[config.mk]
export PLATFORM = sky130hd
export DESIGN_NAME = status_leds
export DESIGN_NICKNAME = d
export VERILOG_FILES = /design/src/core/flash_timer.v /design/src/core/status_leds.v
export VERILOG_INCLUDE_DIRS = /design/src /design/src/core
export SDC_FILE = /design/constraint.sdc
export NUM_CORES = 1
export LEC_CHECK = 0
export BUFFER_PORTS_ARGS = -buffer_cell sky130_fd_sc_hd__buf_4
export CAP_MARGIN = 20
export CORE_MARGIN = 1.5
export CORE_UTILIZATION = 30
export DETAILED_ROUTE_END_ITERATION = 12
export GPL_TIMING_DRIVEN = 0
export SKIP_LAST_GASP = 1
export SYNTH_ARGS = -nofsm -noshare
export SYNTH_HDL_FRONTEND = slang
export SYNTH_SLANG_ARGS = --single-unit
[constraint.sdc]
create_clock -name clk -period 1.9 [get_ports clk]
set_input_delay 0.095 -clock clk [delete_from_list [all_inputs] [get_ports clk]]
set_output_delay 0.095 -clock clk [all_outputs]
set_load 0.1 [all_outputs]
[src/core/led_consts.vh]
// Constants for the status indicator encoder of a six-channel output module.
// Assumes a 50 MHz system clock and one LED driver pin per colour.
// Summary of operation
// RQ1: Run LED dark unpowered, single flash reset, double update, flash preop, steady run.
// RQ2: Error LED dark no error, flash boot loader, triple update, steady on error.
// RQ3: Channel LED red on channel error or non-safety use, orange while set.
// RQ4: During start-up every channel LED is steady red.
// RQ5: Safety-state lamp dark in run state or without field supply.
// RQ6: Safety-state lamp red pattern in boot, link loss, cpu fail, preop, comm fault.
// RQ7: Safety-state lamp dedicated red pattern for uncertified pilot firmware.
// RQ8: Safety-state lamp steady when safety-related status is active.
// RQ9: Steady safety-state lamp also raises inoperative diagnostic to the controller.
// RQ10: Invalid configuration gives steady error LED and single green flashes.
// RQ11: Flash bursts repeat periodically with a visible dark gap.
`ifndef LED_CONSTS_VH
`define LED_CONSTS_VH

// Last count of one 200 ms flash slot at 50 MHz
`define SLOT_LAST 24'h98_967f
// Slots in one pattern period: bursts use the first six, blink lights every even slot up to 8
`define SLOTS_PER_PERIOD 4'ha
`define NUM_CH 6

// Module state codes
`define ST_NO_SUPPLY 4'h0
`define ST_RESET 4'h1
`define ST_FW_UPDATE 4'h2
`define ST_BOOT_LOADER 4'h3
`define ST_PREOP 4'h4
`define ST_RUN 4'h5
`define ST_ERROR 4'h6
`define ST_BAD_CONFIG 4'h7
`define ST_STARTUP 4'h8
`define ST_SAFE_ACTIVE 4'h9

// Slot patterns, bit n lit in slot n
`define PAT_SINGLE 10'h001
`define PAT_DOUBLE 10'h005
`define PAT_TRIPLE 10'h015
`define PAT_BLINK 10'h155
`define PAT_PILOT 10'h03f

`endif

[src/core/flash_timer.v]
// Slot timer that steps through the flash pattern period.
// Assumes a synchronous active-high reset from the top.
`timescale 1ns/1ps
`include "led_consts.vh"
module flash_timer (
    input wire clk,
    input wire rst,
    output reg [3:0] slot_q
);
    reg [23:0] cnt_q;

    always @(posedge clk) begin
        if (rst) begin
            cnt_q <= 24'h00_0000;
            slot_q <= 4'h0;
        end else if (cnt_q == `SLOT_LAST) begin
            cnt_q <= 24'h00_0000;
            if (slot_q == `SLOTS_PER_PERIOD - 4'h1) begin
                slot_q <= 4'h0; // RQ11
            end else begin
                slot_q <= slot_q + 4'h1;
            end
        end else begin
            cnt_q <= cnt_q + 24'h00_0001;
        end
    end
endmodule // flash_timer

[src/core/status_leds.v]
// Status indicator encoder: module state and channel flags to LED drives.
// Assumes inputs arrive from outside the clock domain and are synchronised.
`timescale 1ns/1ps
`include "led_consts.vh"
module status_leds (
    input wire clk,
    input wire arst_n,
    input wire [3:0] mod_state,
    input wire field_supply_ok,
    input wire link_lost,
    input wire cpu_failed,
    input wire comm_fault,
    input wire fw_inoperable,
    input wire fw_pilot,
    input wire [5:0] ch_error,
    input wire [5:0] ch_nonsafe,
    input wire [5:0] ch_set,
    output reg run_led_q,
    output reg err_led_q,
    output reg [5:0] ch_red_q,
    output reg [5:0] ch_orange_q,
    output reg safety_state_lamp_q,
    output reg inoperative_diag_q
);
    // Internal reset: asserts at once, releases two edges late
    reg rst_s1_q;
    reg rst_s2_q;
    wire rst = ~rst_s2_q;

    always @(posedge clk or negedge arst_n) begin
        if (!arst_n) begin
            rst_s1_q <= 1'b0;
            rst_s2_q <= 1'b0;
        end else begin
            rst_s1_q <= 1'b1;
            rst_s2_q <= rst_s1_q;
        end
    end

    // Two-stage synchronisers for all status inputs
    localparam W = 4 + 6 + 18;
    wire [W-1:0] raw = {mod_state, field_supply_ok, link_lost, cpu_failed,
        comm_fault, fw_inoperable, fw_pilot, ch_error, ch_nonsafe, ch_set};
    reg [W-1:0] s1_q;
    reg [W-1:0] s2_q;
    always @(posedge clk) begin
        if (rst) begin
            s1_q <= {W{1'b0}};
            s2_q <= {W{1'b0}};
        end else begin
            s1_q <= raw;
            s2_q <= s1_q;
        end
    end

    // The state code is a word: take it only when two samples agree,
    // so a code caught mid-change never reaches the indicators
    reg [3:0] st_s3_q;
    reg [3:0] st_q;
    always @(posedge clk) begin
        if (rst) begin
            st_s3_q <= `ST_NO_SUPPLY;
            st_q <= `ST_NO_SUPPLY;
        end else begin
            st_s3_q <= s2_q[27:24];
            if (s2_q[27:24] == st_s3_q) begin
                st_q <= st_s3_q;
            end
        end
    end

    wire [3:0] st = st_q;
    wire fsup = s2_q[23];
    wire lnk = s2_q[22];
    wire cpu = s2_q[21];
    wire com = s2_q[20];
    wire fwin = s2_q[19];
    wire pil = s2_q[18];
    wire [5:0] cerr = s2_q[17:12];
    wire [5:0] cns = s2_q[11:6];
    wire [5:0] cset = s2_q[5:0];

    wire [3:0] slot;
    flash_timer u_timer (
        .clk(clk),
        .rst(rst),
        .slot_q(slot)
    );

    // Lit or dark for the given slot of a pattern
    function pat_on;
        input [9:0] pat;
        input [3:0] s;
        begin
            pat_on = pat[s];
        end
    endfunction

    // Start-up and boot loader both count as boot phase for the lamp
    function boot_phase;
        input [3:0] s;
        begin
            boot_phase = (s == `ST_STARTUP) || (s == `ST_BOOT_LOADER);
        end
    endfunction

    // Next values for the output flip-flops
    reg run_d;
    reg err_d;
    reg [5:0] red_d;
    reg [5:0] org_d;
    reg lamp_d;
    reg diag_d;

    // Green run indicator; unknown codes leave it dark
    always @* begin
        run_d = 1'b0;
        case (st)
            `ST_RESET: begin
                run_d = pat_on(`PAT_SINGLE, slot); // RQ1
            end
            `ST_FW_UPDATE: begin
                run_d = pat_on(`PAT_DOUBLE, slot); // RQ1
            end
            `ST_PREOP: begin
                run_d = pat_on(`PAT_BLINK, slot); // RQ1
            end
            `ST_RUN: begin
                run_d = 1'b1; // RQ1
            end
            `ST_BAD_CONFIG: begin
                run_d = pat_on(`PAT_SINGLE, slot); // RQ10
            end
            default: begin
                run_d = 1'b0; // RQ1
            end
        endcase
    end

    // Red error indicator
    always @* begin
        err_d = 1'b0;
        case (st)
            `ST_FW_UPDATE: begin
                err_d = pat_on(`PAT_TRIPLE, slot); // RQ2
            end
            `ST_BOOT_LOADER: begin
                err_d = pat_on(`PAT_BLINK, slot); // RQ2
            end
            `ST_ERROR: begin
                err_d = 1'b1; // RQ2
            end
            `ST_BAD_CONFIG: begin
                err_d = 1'b1; // RQ10
            end
            default: begin
                err_d = 1'b0; // RQ2
            end
        endcase
    end

    // Channel indicators; red wins over orange on a channel
    always @* begin
        if (st == `ST_STARTUP) begin
            red_d = 6'h3f; // RQ4
            org_d = 6'h00; // RQ4
        end else begin
            red_d = cerr | cns; // RQ3
            org_d = cset & ~red_d; // RQ3
        end
    end

    // Safety-state lamp: dark beats steady beats pilot beats alarms
    always @* begin
        lamp_d = 1'b0;
        diag_d = 1'b0;
        if (st == `ST_NO_SUPPLY || st == `ST_RUN || !fsup) begin
            lamp_d = 1'b0; // RQ5
        end else if (st == `ST_SAFE_ACTIVE) begin
            lamp_d = 1'b1; // RQ8
            diag_d = 1'b1; // RQ9
        end else if (pil) begin
            lamp_d = pat_on(`PAT_PILOT, slot); // RQ7
        end else if (lnk || cpu || com || fwin) begin
            lamp_d = pat_on(`PAT_BLINK, slot); // RQ6
        end else if (st == `ST_PREOP || boot_phase(st)) begin
            // Pre-operational and boot phases blink like faults
            lamp_d = pat_on(`PAT_BLINK, slot); // RQ6
        end else begin
            lamp_d = 1'b0;
        end
    end

    // Every output pin comes straight from a flip-flop
    // Run and error indicators
    always @(posedge clk) begin
        if (rst) begin
            run_led_q <= 1'b0;
            err_led_q <= 1'b0;
        end else begin
            run_led_q <= run_d;
            err_led_q <= err_d;
        end
    end

    // Channel indicators
    always @(posedge clk) begin
        if (rst) begin
            ch_red_q <= 6'h00;
            ch_orange_q <= 6'h00;
        end else begin
            ch_red_q <= red_d;
            ch_orange_q <= org_d;
        end
    end

    // Safety-state lamp and its diagnostic
    always @(posedge clk) begin
        if (rst) begin
            safety_state_lamp_q <= 1'b0;
            inoperative_diag_q <= 1'b0;
        end else begin
            safety_state_lamp_q <= lamp_d;
            inoperative_diag_q <= diag_d;
        end
    end
endmodule // status_leds

==> flow_summary.json <==
{
  "end_kind": "flip-flop",
  "grtUsageTotal_pct": 12.1,
  "area_growth_pct": 40.5,
  "vias": 2936,
  "finalHoldViolations": 0,
  "place_inst": 608,
  "worst_slack_ns": -0.0620,
  "route.met2.wl_um": 3890,
  "synth_area_leaders": "dfxtp_1 (56%), and2_1 (9.4%), xnor2_1 (3.7%)",
  "start_util_pct": 30.7,
  "synth_top_area_share_pct": 55.6,
  "htreeDepth": 4,
  "final_cell_mix": "dfxtp_1 (103), and2_1 (61), buf_4 (55)",
  "syn_inst": 387,
  "finalCritPeriodShare_pct": 103,
  "avgRoutedWirePerCell_um": 12.0,
  "die_h_um": 119,
  "synthArstFlopShare_pct": 1.74,
  "finalSetupTns_ns": -0.152,
  "rows": 42,
  "synth.largest_area_cell": "dfxtp_1",
  "yosys_most_used_dff": "dfxtp_1",
  "grt_setup_unrepaired": "yes",
  "synth_area_um2": 4070,
  "grt_max_degree": 17,
  "fin_crit_ns": 1.96,
  "clock_path_buffers": 2,
  "ys.warnings.count": 0,
  "min_path_type": "reg2reg",
  "top_layer": "met4",
  "dieArea_um2": 14300,
  "drive_above_1_share_pct": 26.7,
  "required_ns": 2.17,
  "synth-seq-cells": 115,
  "avgViaCountPerCell": 4.34,
  "drt-initial-drc-count": 83,
  "fmax_mhz": 510,
  "instances_no_fill": 677,
  "cp_max_fo": 5,
  "outcome": "finished with violations",
  "seq_area_um2": 2330,
  "slew_viol_final": 0,
  "grt_pass1_vias": 2900,
  "postRouteAntennaNets": 0,
  "worstSkewPairLatency_ns": 0.41,
  "worst_slew_pin_slew_ns": 0.542,
  "power_uw": 5900,
  "nets": 521,
  "diodes": 0,
  "power_density_nw_per_um2": 1030,
  "met1_length_um": 3730,
  "clk_pin_slew_worst_paths_ns": 0.05,
  "clkSinkCount": 115,
  "multi_input_area_um2": 1780,
  "relSlewSlack_pct": 63.8,
  "vdd_drop_max_uv": 601,
  "synth_fp_nets": 420,
  "hpwlAfterDp_um": 5040,
  "die_w_um": 119,
  "nFillCells": 1265,
  "arrival_ns": 2.24,
  "gp_congestion": 0.763,
  "ys_types": 53,
  "max_cap_violations": 0,
  "cts-buffers-inserted": 17,
  "post_dp_cell_area_um2": 4630,
  "numPortBuffers": 45,
  "cts_tree": "done",
  "skew_ns": 0.00816,
  "critPathKind": "reg2reg",
  "synth_seq_area_share_pct": 56.8,
  "final_cell_area_um2": 5720,
  "syn_avg_cell_area_um2": 10.5,
  "p_leak_uw": 0.00223,
  "drc": 0,
  "overflow": 0,
  "antenna_found_initial": 0,
  "startpoint_type": "flip-flop",
  "firstDrtPassIters": 4,
  "routed_wirelength_um": 8100,
  "wl_met3_um": 315,
  "setup_viol": 4,
  "synth_edf_count": 0,
  "grt_pass1_wl_um": 13500,
  "io_pins": 46,
  "root_buffer": "clkbuf_16",
  "layout_commonest_cell": "dfxtp_1",
  "violations": "setup timing",
  "core_um2": 13200
}
[logic make-up (layout without fill, tap and decap cells)]
kind of cell,after synthesis,in the layout,synth area share (%)
buffers and inverters,27,141,2.80
flip-flops,115,115,56.8
XOR/XNOR,23,23,4.95
multiplexers,4,4,0.983
other,1,1,0.0921
AO/OA/AOI/OAI,39,39,6.98
adder cells (fa/ha/maj),3,3,0.922
AND/OR/NAND/NOR,175,175,26.5
[cells in the mapped netlist, types with 2 or more instances]
cell and n:
and2_1 61, or3_1 7, dfxtp_1 113, buf_2 2, xor2_1 6, a21oi_1 8, nand3_1 9, or4_4 2
ha_1 3, nor4bb_1 2, dfrtp_1 2, nand2_1 12, and3_1 8, a311oi_1 2, nand4_1 6, nand2_2 3
nand3b_1 2, nor2b_1 6, xnor2_1 17, nor4b_1 2, o311ai_0 2, nor3_2 2, nor3_1 6, or4_1 2
nand4bb_1 3, a211oi_1 2, inv_1 9, clkbuf_1 15, mux2i_1 4, and4_1 2, o211ai_1 2, o31a_1 6
o21ai_0 10, nor2_1 30
[through the flow]
step / setup WS, ns / hold WS, ns / util (%)
2_1_floorplan: 0.113 / -0.201 / -
3_3_place_gp: -0.160 / -0.121 / 35.0
3_5_place_dp: -0.230 / -0.120 / 35.0
4_1_cts: -0.0705 / 0.352 / 42.3
5_1_grt: -0.125 / 0.354 / 43.2
6_report: -0.0620 / 0.349 / 43.2
[state kept, by name, indices dropped and copies added (netlist names), named ones only]
signal	count
u_timer.cnt_q	24
u_timer.slot_q	4
s1_q	28
ch_orange_q	6
err_led_q	1
ch_red_q	6
run_led_q	1
s2_q	28
safety_state_lamp_q	1
rst_s2_q	1
inoperative_diag_q	1
rst_s1_q	1
st	4
st_s3_q	4
[worst max-delay path, stage by stage, from the launching register on]
cell and delay [ns]:
dfxtp_4 0.34, or4_4 0.54, nor4_4 0.35, nand2_4 0.14
o41ai_4 0.34, a211oi_2 0.12
[report_power, final]
| group | internal [uW] | total (uW) | switching [uW] | leakage (uW) |
|---|---|---|---|---|
| Combinational | 165 | 346 | 181 | 0.00101 |
| Clock | 1830 | 3040 | 1200 | 0.000270 |
| Sequential | 2490 | 2520 | 29.2 | 0.000954 |
| Total | 4490 | 5900 | 1410 | 0.00223 |
[layer usage]
layer,global-route usage [%],vias up
li1,-,1512
met1,14.7,1350
met2,19.4,57
met3,3.94,17
met4,5.43,0
met5,0,-
[layout make-up]
| cell class | count | share of cell area [%] |
|---|---|---|
| plain buffers | 16 | 1.40 |
| clock buffers | 18 | 7.50 |
| clock inverters | 14 | 2.49 |
| flip-flops and latches | 115 | 40.8 |
| multi-input cells | 245 | 31.1 |
| inverters | 9 | 0.590 |
| repair buffers | 84 | 12.3 |
| well taps | 176 | 3.85 |
[worst paths after layout]
path                              startpoint        end  slack, ns  cells after the start
setup / recovery           u_timer.cnt_q[11]  flip-flop      -0.06                      5
hold / removal                      rst_s1_q   rst_s2_q       0.35                      0
setup reg to reg           u_timer.cnt_q[11]  flip-flop      -0.06                      5
hold reg to reg                     rst_s1_q   rst_s2_q       0.35                      0
max in group asynchronous             arst_n   rst_s1_q       1.23                      3
min in group asynchronous             arst_n   rst_s2_q       0.55                      3
[repair_timing]
item	CTS	global route
setup endpoints to repair	30	35
hold buffers	30	0
gates cloned	0	0
hold endpoints to repair	30	0
setup buffers	4	5
gates resized for setup	17	27
pin swaps	6	5
(Power assumes the default switching activity.)
